[config.mk]
export PLATFORM = sky130hd
export DESIGN_NAME = pei_event_status
export DESIGN_NICKNAME = d
export VERILOG_FILES = /design/src/pei_pkg.sv /design/src/pei_event_status.sv
export SDC_FILE = /design/constraint.sdc
export NUM_CORES = 1
export LEC_CHECK = 0
export BUFFER_PORTS_ARGS = -buffer_cell sky130_fd_sc_hd__buf_2
export CORE_UTILIZATION = 50
export CTS_CLUSTER_SIZE = 20
export DETAILED_ROUTE_END_ITERATION = 10
export PLACE_DENSITY = 0.85
export SETUP_SLACK_MARGIN = 0.05
export SLEW_MARGIN = 30
export SYNTH_ARGS = -nofsm -noshare
export SYNTH_HDL_FRONTEND = slang
export SYNTH_SLANG_ARGS = --single-unit
[constraint.sdc]
create_clock -name sys_clk -period 5.59 [get_ports sys_clk]
set_clock_uncertainty 0.1 [all_clocks]
set_input_delay 0.559 -clock sys_clk [delete_from_list [all_inputs] [get_ports sys_clk]]
set_output_delay 0.559 -clock sys_clk [all_outputs]
set_load 0.03 [all_outputs]
[src/pei_pkg.sv]
// Package for the PHY event status block: register indices, field
// positions, reset values and the carrier types.
// Assumes a word-wide AHB-Lite slave where byte address = index * 4.
package pei_pkg;

  // ----------------------------------------------------------------
  // Register indices
  // ----------------------------------------------------------------
  localparam logic [7:0] IDX_CTRL = 8'h11;
  localparam logic [7:0] IDX_EVT = 8'h12;
  localparam logic [7:0] IDX_FC_CNT = 8'h14;
  localparam logic [7:0] IDX_RE_CNT = 8'h15;
  localparam logic [7:0] IDX_IRQ_STAT = 8'h20;
  localparam logic [7:0] IDX_IRQ_CLR = 8'h21;
  localparam logic [7:0] IDX_IRQ_EN = 8'h22;

  // ----------------------------------------------------------------
  // Field positions
  // ----------------------------------------------------------------
  localparam int NUM_EVT = 8;
  localparam int EVT_LSB = 8;
  localparam int EVT_LQ = 7;
  localparam int EVT_ED = 6;
  localparam int EVT_LS = 5;
  localparam int EVT_SPD = 4;
  localparam int EVT_DUP = 3;
  localparam int EVT_AN = 2;
  localparam int EVT_FC = 1;
  localparam int EVT_RE = 0;
  localparam int EN_MSB = 7;
  localparam int EN_LSB = 5;
  localparam int CTRL_OUT_EN = 0;
  localparam int CTRL_GLOBAL_EN = 1;
  localparam int CTRL_TEST_INT = 2;

  // ----------------------------------------------------------------
  // Reset values
  // ----------------------------------------------------------------
  localparam logic [NUM_EVT-1:0] EVT_RST = 8'h00;
  localparam logic [EN_MSB-EN_LSB:0] EN_RST = 3'h0;
  localparam logic [2:0] CTRL_RST = 3'h0;
  localparam logic [NUM_EVT-1:0] IRQ_EN_RST = 8'h00;

  // ----------------------------------------------------------------
  // Carrier types
  // ----------------------------------------------------------------
  typedef struct packed {
    logic linkUp;
    logic linkQualityGood;
    logic energyDetected;
    logic speed100;
    logic fullDuplex;
    logic anComplete;
  } pei_link_state_t;

  typedef struct packed {
    logic valid;
    logic write;
    logic [7:0] idx;
  } pei_aphase_t;

endpackage

[src/pei_event_status.sv]
// PHY event status and enable register with its AHB-Lite slave, the
// system interrupt and the shared interrupt / power-down pin.
// Assumes event sources and counters run on sys_clk; the pin is async.
`timescale 1ns/10ps
`default_nettype none

module pei_event_status #(
  parameter int CNT_W = 16
) (
  input wire logic sys_clk,
  input wire logic rst,
  input wire logic hsel,
  input wire logic [31:0] haddr,
  input wire logic [1:0] htrans,
  input wire logic hwrite,
  input wire logic [2:0] hsize,
  input wire logic [31:0] hwdata,
  input wire logic hready,
  output logic hreadyout,
  output logic hresp,
  output logic [31:0] hrdata,
  input wire pei_pkg::pei_link_state_t linkState,
  input wire logic [CNT_W-1:0] falseCarrierCount,
  input wire logic [CNT_W-1:0] receiveErrorCount,
  output logic irq,
  input wire logic intPdPinIn,
  output logic intPdPinOut,
  output logic intPdPinOe,
  output logic powerDownReq
);

  // ----------------------------------------------------------------
  // Event detection
  // ----------------------------------------------------------------
  pei_pkg::pei_link_state_t prevState_q, prevState_d;
  logic prevFcHalf_q, prevFcHalf_d;
  logic prevReHalf_q, prevReHalf_d;
  logic primed_q, primed_d;
  logic [pei_pkg::NUM_EVT-1:0] evt;

  // Primed flag keeps the first cycle after reset from faking changes
  always_comb begin
    prevState_d = linkState;
    prevFcHalf_d = falseCarrierCount[CNT_W-1];
    prevReHalf_d = receiveErrorCount[CNT_W-1];
    primed_d = 1'b1;
    evt = '0;
    evt[pei_pkg::EVT_LQ] = primed_q & linkState.linkUp & prevState_q.linkUp &
      (linkState.linkQualityGood != prevState_q.linkQualityGood);
    evt[pei_pkg::EVT_ED] = primed_q &
      (linkState.energyDetected != prevState_q.energyDetected);
    evt[pei_pkg::EVT_LS] = primed_q & (linkState.linkUp != prevState_q.linkUp);
    evt[pei_pkg::EVT_SPD] = primed_q & (linkState.speed100 != prevState_q.speed100);
    evt[pei_pkg::EVT_DUP] = primed_q & (linkState.fullDuplex != prevState_q.fullDuplex);
    evt[pei_pkg::EVT_AN] = primed_q & linkState.anComplete & ~prevState_q.anComplete;
    evt[pei_pkg::EVT_FC] = primed_q & falseCarrierCount[CNT_W-1] & ~prevFcHalf_q;
    evt[pei_pkg::EVT_RE] = primed_q & receiveErrorCount[CNT_W-1] & ~prevReHalf_q;
  end

  always_ff @(posedge sys_clk or posedge rst) begin
    if (rst) begin
      prevState_q <= '0;
      prevFcHalf_q <= 1'b0;
      prevReHalf_q <= 1'b0;
      primed_q <= 1'b0;
    end else begin
      prevState_q <= prevState_d;
      prevFcHalf_q <= prevFcHalf_d;
      prevReHalf_q <= prevReHalf_d;
      primed_q <= primed_d;
    end
  end

  // ----------------------------------------------------------------
  // Bus address phase
  // ----------------------------------------------------------------
  pei_pkg::pei_aphase_t aph_q, aph_d;
  logic take;
  logic [7:0] takeIdx;
  logic addrInRange;
  logic rdClr;
  logic dataWr;

  assign take = hsel & hready & htrans[1];
  assign addrInRange = (haddr[31:10] == 22'h000000);
  assign takeIdx = addrInRange ? haddr[9:2] : 8'hFF;
  assign rdClr = take & ~hwrite & (takeIdx == pei_pkg::IDX_EVT);
  assign dataWr = aph_q.valid & aph_q.write;

  always_comb begin
    aph_d.valid = take;
    aph_d.write = hwrite;
    aph_d.idx = takeIdx;
  end

  always_ff @(posedge sys_clk or posedge rst) begin
    if (rst) begin
      aph_q <= '0;
    end else begin
      aph_q <= aph_d;
    end
  end

  // ----------------------------------------------------------------
  // Registers
  // ----------------------------------------------------------------
  logic [pei_pkg::NUM_EVT-1:0] latch_q, latch_d;
  logic [pei_pkg::NUM_EVT-1:0] irqStat_q, irqStat_d;
  logic [pei_pkg::NUM_EVT-1:0] irqEn_q, irqEn_d;
  logic [pei_pkg::EN_MSB-pei_pkg::EN_LSB:0] evtEn_q, evtEn_d;
  logic [2:0] ctrl_q, ctrl_d;
  logic [pei_pkg::NUM_EVT-1:0] irqClr;

  // Set wins over clear on every flag
  for (genvar i = 0; i < pei_pkg::NUM_EVT; i++) begin : g_evt
    assign latch_d[i] = evt[i] | (latch_q[i] & ~rdClr);
    assign irqStat_d[i] = evt[i] | (irqStat_q[i] & ~irqClr[i]);
  end

  assign irqClr = (dataWr && aph_q.idx == pei_pkg::IDX_IRQ_CLR) ?
    hwdata[pei_pkg::NUM_EVT-1:0] : '0;

  always_comb begin
    evtEn_d = evtEn_q;
    ctrl_d = ctrl_q;
    irqEn_d = irqEn_q;
    if (dataWr) begin
      unique case (aph_q.idx)
        pei_pkg::IDX_EVT: begin
          evtEn_d = hwdata[pei_pkg::EN_MSB:pei_pkg::EN_LSB];
        end
        pei_pkg::IDX_CTRL: begin
          ctrl_d = hwdata[2:0];
        end
        pei_pkg::IDX_IRQ_EN: begin
          irqEn_d = hwdata[pei_pkg::NUM_EVT-1:0];
        end
        default: begin
        end
      endcase
    end
  end

  always_ff @(posedge sys_clk or posedge rst) begin
    if (rst) begin
      latch_q <= pei_pkg::EVT_RST;
      irqStat_q <= pei_pkg::EVT_RST;
      irqEn_q <= pei_pkg::IRQ_EN_RST;
      evtEn_q <= pei_pkg::EN_RST;
      ctrl_q <= pei_pkg::CTRL_RST;
    end else begin
      latch_q <= latch_d;
      irqStat_q <= irqStat_d;
      irqEn_q <= irqEn_d;
      evtEn_q <= evtEn_d;
      ctrl_q <= ctrl_d;
    end
  end

  // ----------------------------------------------------------------
  // Read data
  // ----------------------------------------------------------------
  // Sampled at the address edge, forwarding a write in its data phase,
  // so a read straight after a write sees the new value, except IDX_IRQ_STAT read straight after an IDX_IRQ_CLR write.
  logic [31:0] rdata_q, rdata_d;

  always_comb begin
    rdata_d = 32'h00000000;
    if (take && !hwrite) begin
      unique case (takeIdx)
        pei_pkg::IDX_EVT: begin
          rdata_d[pei_pkg::EVT_LSB +: pei_pkg::NUM_EVT] = latch_q;
          rdata_d[pei_pkg::EN_MSB:pei_pkg::EN_LSB] = evtEn_d;
        end
        pei_pkg::IDX_CTRL: begin
          rdata_d[2:0] = ctrl_d;
        end
        pei_pkg::IDX_FC_CNT: begin
          rdata_d[CNT_W-1:0] = falseCarrierCount;
        end
        pei_pkg::IDX_RE_CNT: begin
          rdata_d[CNT_W-1:0] = receiveErrorCount;
        end
        pei_pkg::IDX_IRQ_STAT: begin
          rdata_d[pei_pkg::NUM_EVT-1:0] = irqStat_q;
        end
        pei_pkg::IDX_IRQ_EN: begin
          rdata_d[pei_pkg::NUM_EVT-1:0] = irqEn_d;
        end
        default: begin
        end
      endcase
    end
  end

  always_ff @(posedge sys_clk or posedge rst) begin
    if (rst) begin
      rdata_q <= 32'h00000000;
    end else begin
      rdata_q <= rdata_d;
    end
  end

  assign hrdata = rdata_q;
  assign hreadyout = 1'b1;
  assign hresp = 1'b0;

  // ----------------------------------------------------------------
  // Interrupt outputs and shared pin
  // ----------------------------------------------------------------
  logic pinPending;
  logic pinOut_q, pinOut_d;
  logic irq_q, irq_d;
  logic [2:0] pinSync_q, pinSync_d;
  logic pinLvl_q, pinLvl_d;
  logic pwrDown_q, pwrDown_d;

  // Only bits 7..5 have enables here; the other events never reach the pin
  assign pinPending = (ctrl_q[pei_pkg::CTRL_GLOBAL_EN] &
    (|(latch_q[pei_pkg::EN_MSB:pei_pkg::EN_LSB] & evtEn_q))) |
    ctrl_q[pei_pkg::CTRL_TEST_INT];

  always_comb begin
    pinOut_d = ~pinPending;
    irq_d = |(irqStat_q & irqEn_q);
    pinSync_d = {pinSync_q[1:0], intPdPinIn};
    pinLvl_d = (pinSync_q[1] == pinSync_q[2]) ? pinSync_q[2] : pinLvl_q;
    pwrDown_d = ~ctrl_q[pei_pkg::CTRL_OUT_EN] & ~pinLvl_q;
  end

  always_ff @(posedge sys_clk or posedge rst) begin
    if (rst) begin
      pinOut_q <= 1'b1;
      irq_q <= 1'b0;
      pinSync_q <= 3'h7;
      pinLvl_q <= 1'b1;
      pwrDown_q <= 1'b0;
    end else begin
      pinOut_q <= pinOut_d;
      irq_q <= irq_d;
      pinSync_q <= pinSync_d;
      pinLvl_q <= pinLvl_d;
      pwrDown_q <= pwrDown_d;
    end
  end

  assign intPdPinOut = pinOut_q;
  assign intPdPinOe = ctrl_q[pei_pkg::CTRL_OUT_EN];
  assign irq = irq_q;
  assign powerDownReq = pwrDown_q;
endmodule

`default_nettype wire

Word-level counts from Yosys, hierarchy flattened
Cells that the tools add are included.

storage, ports and cells
  register bits = 72
  output and inout port bits = 38
  logic and storage cells = 129

cells by class
  equal/unequal tests = 16
  multiplexer cells = 13
  bitwise operators = 71
  reduce and logical (&&, ||, !) cells = 6

operator list
  cell                                           number
  == test 8 x 5 -> 1 bit, second input constant  6
  AND 1 bit                                      36
  == test 8 x 6 -> 1 bit, second input constant  4
  2-to-1 mux 8 bit                               4
  one-hot mux 3 bit (5 select lines)             2
  one-hot mux 8 bit (3 select lines)             1
  logical NOT 22 bit                             1
  bitwise OR 1 bit                               17
  2-to-1 mux 16 bit                              1
  inverter 1 bit                                 16
  2-to-1 mux 3 bit                               4
  AND 8 bit                                      1
  one-hot mux 2 bit (4 select lines)             1
  OR reduction 8 bit                             1
  inequality test 1 bit                          5
  AND 3 bit                                      1
  OR reduction 3 bit                             1
  logical AND 1 bit                              2
  == test 1 bit                                  1
  logical NOT 1 bit                              1

Longest topological paths before layout
Gate-level depths: netlist of run 1.

  word-level depth = 7
  mapped depth = 6
  mapped depth without buffers = 5

Worst setup path before layout of run 1
OpenSTA, ideal clock, no wires.

  path kind = input to register
  from = input haddr[26]
  to = register latch_q[3] (netlist name)
  library setup time = 121 ps
  arrival = 1731 ps
  path slack = 3638 ps
  stages = 5
  path buffers = 0
  cells stage by stage = nor4_1 nand4_1 nor3_2 nand3_1 a22o_1

on the way
  word-level cells in the longest chain between the ends = 7

RTL lines
  what                    RTL line                 source
  start: declaration      pei_event_status.sv:13   input wire logic [31:0] haddr,
  logical NOT 22 bit      pei_event_status.sv:85   assign addrInRange = (haddr[31:10] == 22'h000000);
  2-to-1 mux 8 bit        pei_event_status.sv:86   assign takeIdx = addrInRange ? haddr[9:2] : 8'hFF;
  == test 8 x 5 -> 1 bit  pei_event_status.sv:87   assign rdClr = take & ~hwrite & (takeIdx == pei_pkg::IDX_EVT);
  AND 1 bit               pei_event_status.sv:87
  inverter 1 bit          pei_event_status.sv:116  assign latch_d[i] = evt[i] | (latch_q[i] & ~rdClr);
  AND 1 bit               pei_event_status.sv:116
  bitwise OR 1 bit        pei_event_status.sv:116
  net latch_d (one bit)   pei_event_status.sv:107  logic [pei_pkg::NUM_EVT-1:0] latch_q, latch_d;
  end signal: assignment  pei_event_status.sv:146  latch_q <= pei_pkg::EVT_RST;
  end signal: assignment  pei_event_status.sv:152  latch_q <= latch_d;
  end: declaration        pei_event_status.sv:107

The timed path passes the listed nets, and every way through them passes these cells.
A chain may end at the register's enable or synchronous reset.

Worst setup path in the final report of run 1
  from = input haddr[11]
  to = register latch_q[4] (netlist name)

The elaborated chain is that of the path after synthesis.

==> results of run 1 <==
==> per-layer routing <==
layer	vias to the layer above	GRT usage
li1	1179	-
met1	1224	0.290
met2	108	0.372
met3	14	0.0596
met4	0	0.0925
met5	-	0
==> cells by family after synthesis <==
kind of cell               share of synthesized area
adders and majority gates                    0.00304
AOI/OAI and AO/OA                              0.113
muxes                                          0.105
buffers and inverters                         0.0574
and+or+nand+nor                                0.157
xor gates and xnor gates                      0.0133
DFF                                            0.549
other                                        0.00228
==> cells in the mapped netlist (3+ instances only) <==
master    instances  area (sq um)
nand3_1           8          40.0
nor4_1            6          37.5
mux2_2           18           203
mux2_4            3          45.0
clkbuf_1          4          15.0
a21oi_1           3          15.0
dfstp_2           5           131
mux2_1            5          56.3
a31oi_1           3          18.8
a22o_1           11          96.3
buf_2             4          20.0
mux2i_1           4          40.0
a22oi_1          12          90.1
dfrtp_1          67          1680
nand2_1          18          67.6
a21o_1            8          60.1
xor2_1            4          35.0
nor2_1           18          67.6
nand4_1           4          25.0
or3_1             7          43.8
o21a_1            3          22.5
buf_4            18           135
inv_1             3          11.3
o22a_1            3          26.3
==> final cells by class <==
| class | instances | area share |
|---|---|---|
| timing repair buffer | 104 | 0.134 |
| clock buffer | 12 | 0.0410 |
| inverter | 3 | 0.00280 |
| sequential | 72 | 0.449 |
| multi-input combinational | 189 | 0.337 |
| clock inverter | 4 | 0.0127 |
| tap | 77 | 0.0239 |
==> cells in the final DEF (no fill, tap or decap), types with 5 or more instances in the layout <==
cell type / count
nand2_1: 18
nor4_1: 6
clkbuf_8: 12
dfrtp_1: 67
conb_1: 19
nor2_1: 18
or3_1: 7
a22oi_1: 12
dfstp_2: 5
mux2_1: 5
nand3_1: 8
buf_2: 102
a22o_1: 11
mux2_2: 18
a21o_1: 8
==> flip-flops by register name, indices dropped and copies added (netlist names) <==
| name | flops |
|---|---|
| aph_q | 10 |
| ctrl_q | 3 |
| evtEn_q | 3 |
| hrdata | 16 |
| intPdPinOut | 1 |
| irq | 1 |
| irqEn_q | 8 |
| irqStat_q | 8 |
| latch_q | 8 |
| pinLvl_q | 1 |
| pinSync_q | 3 |
| powerDownReq | 1 |
| prevFcHalf_q | 1 |
| prevReHalf_q | 1 |
| prevState_q | 6 |
| primed_q | 1 |
==> report_power, final <==
group | internal (mW) | switching [mW]
Combinational | 0.0437 | 0.0625
Clock | 0.242 | 0.184
Sequential | 0.536 | 0.00762
==> metrics by stage <==
step | hold slack, ns | cell area [sq um] | worst slack, ns | power [mW]
finish | 0.181 | 4030 | 3.12 | 1.08
detailed placement | 0.255 | 3790 | 2.79 | 0.657
global route | 0.189 | 4030 | 2.94 | 1.12
global placement | 0.247 | 3790 | 2.85 | 0.654
CTS | 0.197 | 4010 | 3.16 | 1.08
floorplan | 0.245 | 3360 | 3.11 | 0.622
==> critical path: cells and delay by family <==
kind / cells / cell delay, ns
simple gates: 4 / 1.59
compound gates: 1 / 0.35
buf+inv: 1 / 0.10
==> final timing paths <==
kind,startpoint,to,slack [ns],cells after the start
worst max-delay path,haddr[11],latch_q[4]$_DFF_PP0_,3.12,6
worst min-delay path,rst,hrdata[9]$_DFF_PP0_,0.18,3
worst max register to register,aph_q[7]$_DFF_PP0_,hrdata[0]$_DFF_PP0_,3.55,5
worst min register to register,pinSync_q[0]$_DFF_PP1_,pinSync_q[1]$_DFF_PP1_,0.26,0
max in group asynchronous,rst,pinSync_q[0]$_DFF_PP1_,4.61,4
min in group sys_clk,intPdPinIn,pinSync_q[0]$_DFF_PP1_,0.21,1
==> flow_metrics.tcl, run 1 <==
set metrics [dict create \
    drc_errors 0 \
    powerDensity_mw_per_mm2 267 \
    finalSetupTns_ns 0 \
    hpwlAfterDp_mm 5.40 \
    io_pins 151 \
    ant_nets 0 \
    layout-drive-gt1-share 0.409 \
    dieHeight_microns 83.1 \
    report.final.slew_viol_count 0 \
    cts_tree "done" \
    hold_viol_final 0 \
    netlist_instances 275 \
    multi_input_area_sq_mm 0.00136 \
    cts-hold-fix-buffers 0 \
    die_area_sq_mm 0.00691 \
    arrival_ns 2.60 \
    path_max_fanout 12 \
    area_growth_pct 22.4 \
    htreeDepth 3 \
    worst_pin_slew_ns 0.602 \
    post-route-util 0.634 \
    grt_pass1_wl_mm 12.0 \
    drt_iter0_markers 116 \
    grt_overflow_total 0 \
    max-cap-violations 0 \
    path_class "in2reg" \
    leakage_nw 1.82 \
    antenna_found_initial 0 \
    seq_area_frac_synth 0.549 \
    fin_crit_ns 2.47 \
    wl_met2_mm 3.75 \
    rows 29 \
    grt_use_total 0.228 \
    endpoint_kind "flip-flop" \
    ys_async_sr_fraction 1.00 \
    path_cells "buf_2 -> nor4_1 -> nand4_1 -> nor3_2 -> nand3_1 -> a22o_1" \
    core_area_sq_mm 0.00635 \
    hp-class "in2async" \
    cts.path.max_buffers 2 \
    die_w_microns 83.1 \
    relSlewSlack 0.596 \
    wl_per_cell_microns 16.1 \
    met1_length_mm 3.08 \
    drt_first_pass_iters 4 \
    max_freq_ghz 0.406 \
    postRouteWirelength_mm 7.41 \
    yosys_warnings 0 \
    post_cts_resized 0 \
    grt_max_degree 73 \
    synth_enable_flop_cells 0 \
    setup_viol 0 \
    synth_ff_type "dfrtp_1" \
    critPathLaunchType "primary input" \
    rsz0062_at_grt "no" \
    initial_core_util 0.518 \
    seq_area_sq_mm 0.00181 \
    cts_buffers 9 \
    post-route-period-util 0.441 \
    routed.top_layer "met4" \
    routed-via-count 2525 \
    antenna_cells 0 \
    via_per_inst 5.48 \
    slowest_stage "nand4_1" \
    syn-cell-area_sq_mm 0.00329 \
    fin_cells 461 \
    cp.required_ns 5.72 \
    ys_types 49 \
    synth-seq-cells 72 \
    cts.clk_slew.worst_paths_ns 0.07 \
    post_cts_buffers 0 \
    fillers 523 \
    portBuffers 102 \
    gp_congestion 0.821 \
    wl_met3_microns 434 \
    root_buffer "clkbuf_8" \
    final_nets 492 \
    peakVddDrop_v 0.000251 \
    cts.sinks 72 \
    syn_avg_cell_area_sq_um 12.0 \
    placed_cells 444 \
    clk-insertion-delay-late_ns 0.34 \
    critical_path.max_stage_delay_ns 0.49 \
    outcome "finished clean" \
    grt_pass1_vias 2515 \
]
(Power assumes the default switching activity.)
==> run 2: changes to the inputs <==
--- a/config.mk
+++ b/config.mk
@@ -6,10 +6,10 @@
 export NUM_CORES = 1
 export LEC_CHECK = 0
 export BUFFER_PORTS_ARGS = -buffer_cell sky130_fd_sc_hd__buf_2
-export CORE_UTILIZATION = 50
+export CORE_UTILIZATION = 42
 export CTS_CLUSTER_SIZE = 20
 export DETAILED_ROUTE_END_ITERATION = 10
-export PLACE_DENSITY = 0.85
+export PLACE_DENSITY = 0.76
 export SETUP_SLACK_MARGIN = 0.05
 export SLEW_MARGIN = 30
 export SYNTH_ARGS = -nofsm -noshare
==> constraint.sdc (replaced) <==
create_clock -name sys_clk -period 2.26 [get_ports sys_clk]
set_clock_uncertainty 0.1 [all_clocks]
set_input_delay 0.226 -clock sys_clk [delete_from_list [all_inputs] [get_ports sys_clk]]
set_output_delay 0.226 -clock sys_clk [all_outputs]
set_load 0.03 [all_outputs]
==> flow_metrics.tcl, run 2 (same netlist as run 1, synthesis figures left out) <==
set metrics [dict create \
    outcome "finished clean" \
    wl_per_cell_microns 15.1 \
    clk-insertion-delay-late_ns 0.34 \
    sw_frac_of_total 0.252 \
    via_per_inst 5.11 \
    rsz0062_at_grt "no" \
    rows 31 \
    antenna_cells 0 \
    rrSetupSlack_ns 0.23 \
    multi_input_area_sq_mm 0.00136 \
    grt_pass1_wl_mm 12.3 \
    dieHeight_microns 90.5 \
    htreeDepth 3 \
    arrival_ns 2.15 \
    drc_errors 0 \
    powerDensity_mw_per_mm2 586 \
    min_from "haddr[6]" \
    io_pins 151 \
    hpwlAfterDp_mm 5.78 \
    p_total_mw 2.46 \
    grt_max_degree 73 \
    critPathLaunchType "flip-flop" \
    leakage_nw 1.89 \
    intPower_mw 1.84 \
    rr_worst_depth 5 \
    hold-path-endpoint "aph_q[4]$_DFF_PP0_" \
    finalSetupTns_ns 0 \
    setup_viol 0 \
    post_cts_buffers 0 \
    grt_pass1_vias 2607 \
    final_nets 514 \
    fillers 640 \
    p_comb_frac 0.116 \
    cts.path.max_buffers 2 \
    root_buffer "clkbuf_8" \
    path_max_fanout 3 \
    antenna_found_initial 0 \
    reg2reg_from "aph_q[7]$_DFF_PP0_" \
    post_cts_resized 0 \
    path_class "reg2reg" \
    hp-class "in2reg" \
    routed-via-count 2575 \
    max_freq_ghz 0.492 \
    hold_viol_final 0 \
    die_w_microns 90.5 \
    cts_tree "done" \
    holdPathStages 2 \
    endpoint_kind "flip-flop" \
    report.final.slew_viol_count 0 \
    cts.sinks 72 \
    reg2reg_to "hrdata[0]$_DFF_PP0_" \
    fin_crit_ns 2.03 \
    layout-drive-gt1-share 0.400 \
    mostFrequentLayoutCells "102 x buf_2, 67 x dfrtp_1, 19 x conb_1" \
    cp.required_ns 2.38 \
    postRouteWirelength_mm 7.60 \
    initial_core_util 0.444 \
    pwr-share-seq 0.547 \
    gp_congestion 0.899 \
    grt_use_total 0.194 \
    cts_buffers 9 \
    drt_iter0_markers 111 \
    peakVddDrop_v 0.000309 \
    switching_power_mw 0.620 \
    largest_reg_flops 16 \
    die_area_sq_mm 0.00820 \
    power_frac_clock 0.337 \
    ant_nets 0 \
    grt_overflow_total 0 \
    core_area_sq_mm 0.00741 \
    post-route-period-util 0.900 \
    mostFrequentLayoutCell "buf_2" \
    portBuffers 102 \
    drt_first_pass_iters 4 \
    cts.clk_slew.worst_paths_ns 0.07 \
    seq_area_sq_mm 0.00181 \
    area_growth_pct 27.4 \
    max-cap-violations 0 \
]
[run 2: worst max path at each step]
stage                                 endpoint                from
after floorplan             aph_q[0]$_DFF_PP0_                 rst
after global placement    latch_q[4]$_DFF_PP0_           haddr[17]
after detailed placement  latch_q[4]$_DFF_PP0_           haddr[17]
after CTS                  hrdata[0]$_DFF_PP0_  aph_q[7]$_DFF_PP0_
after global routing       hrdata[0]$_DFF_PP0_  aph_q[7]$_DFF_PP0_
final                      hrdata[0]$_DFF_PP0_  aph_q[7]$_DFF_PP0_
[run 2: critical path, cell delays in order (launching register included)]
cell and delay (ns):
dfrtp_1 0.43, nor4b_2 0.34, nand4b_1 0.25, mux2_1 0.40, o21a_1 0.18, a22o_1 0.22
[run 2: final cells by class]
| class | count | area share |
|---|---|---|
| clock inverter | 4 | 0.00537 |
| inverter | 3 | 0.00268 |
| clock buffer | 11 | 0.0313 |
| timing repair buffer | 126 | 0.176 |
| multi-input combinational | 189 | 0.324 |
| sequential | 72 | 0.431 |
| tap | 99 | 0.0295 |
[run 2: per-layer routing]
metal  track usage  share of wire  up-vias
met4        0.0618          0.014        0
met1         0.246           0.43     1252
met3        0.0598          0.064       12
li1              -              -     1210
met2         0.317           0.49      101
met5             0              0        -
[run 2: metrics by stage]
step                hold slack, ns  cell area [sq um]   util  std cells  setup WS [ns]
global placement             0.229               3900  0.526        475          0.204
detailed placement           0.235               3900  0.526        475          0.190
global route                0.0335               4190  0.566        504          0.164
CTS                         0.0189               4190  0.566        504          0.232
floorplan                    0.130               3360      -        292          0.117
finish                      0.0461               4190  0.566        504          0.226
[run 2: power groups by stage]
stage / Combinational, mW / Sequential (mW) / Clock, mW
floorplan: 0.169 / 1.37 / 0
global placement: 0.261 / 1.37 / 0
detailed placement: 0.267 / 1.37 / 0
CTS: 0.286 / 1.34 / 0.850
global route: 0.313 / 1.35 / 0.909
finish: 0.284 / 1.34 / 0.828
[run 2: repair_timing]
action | CTS | global route
setup endpoints to repair | 0 | 0
hold buffers | 14 | 0
hold endpoints to repair | 80 | 0
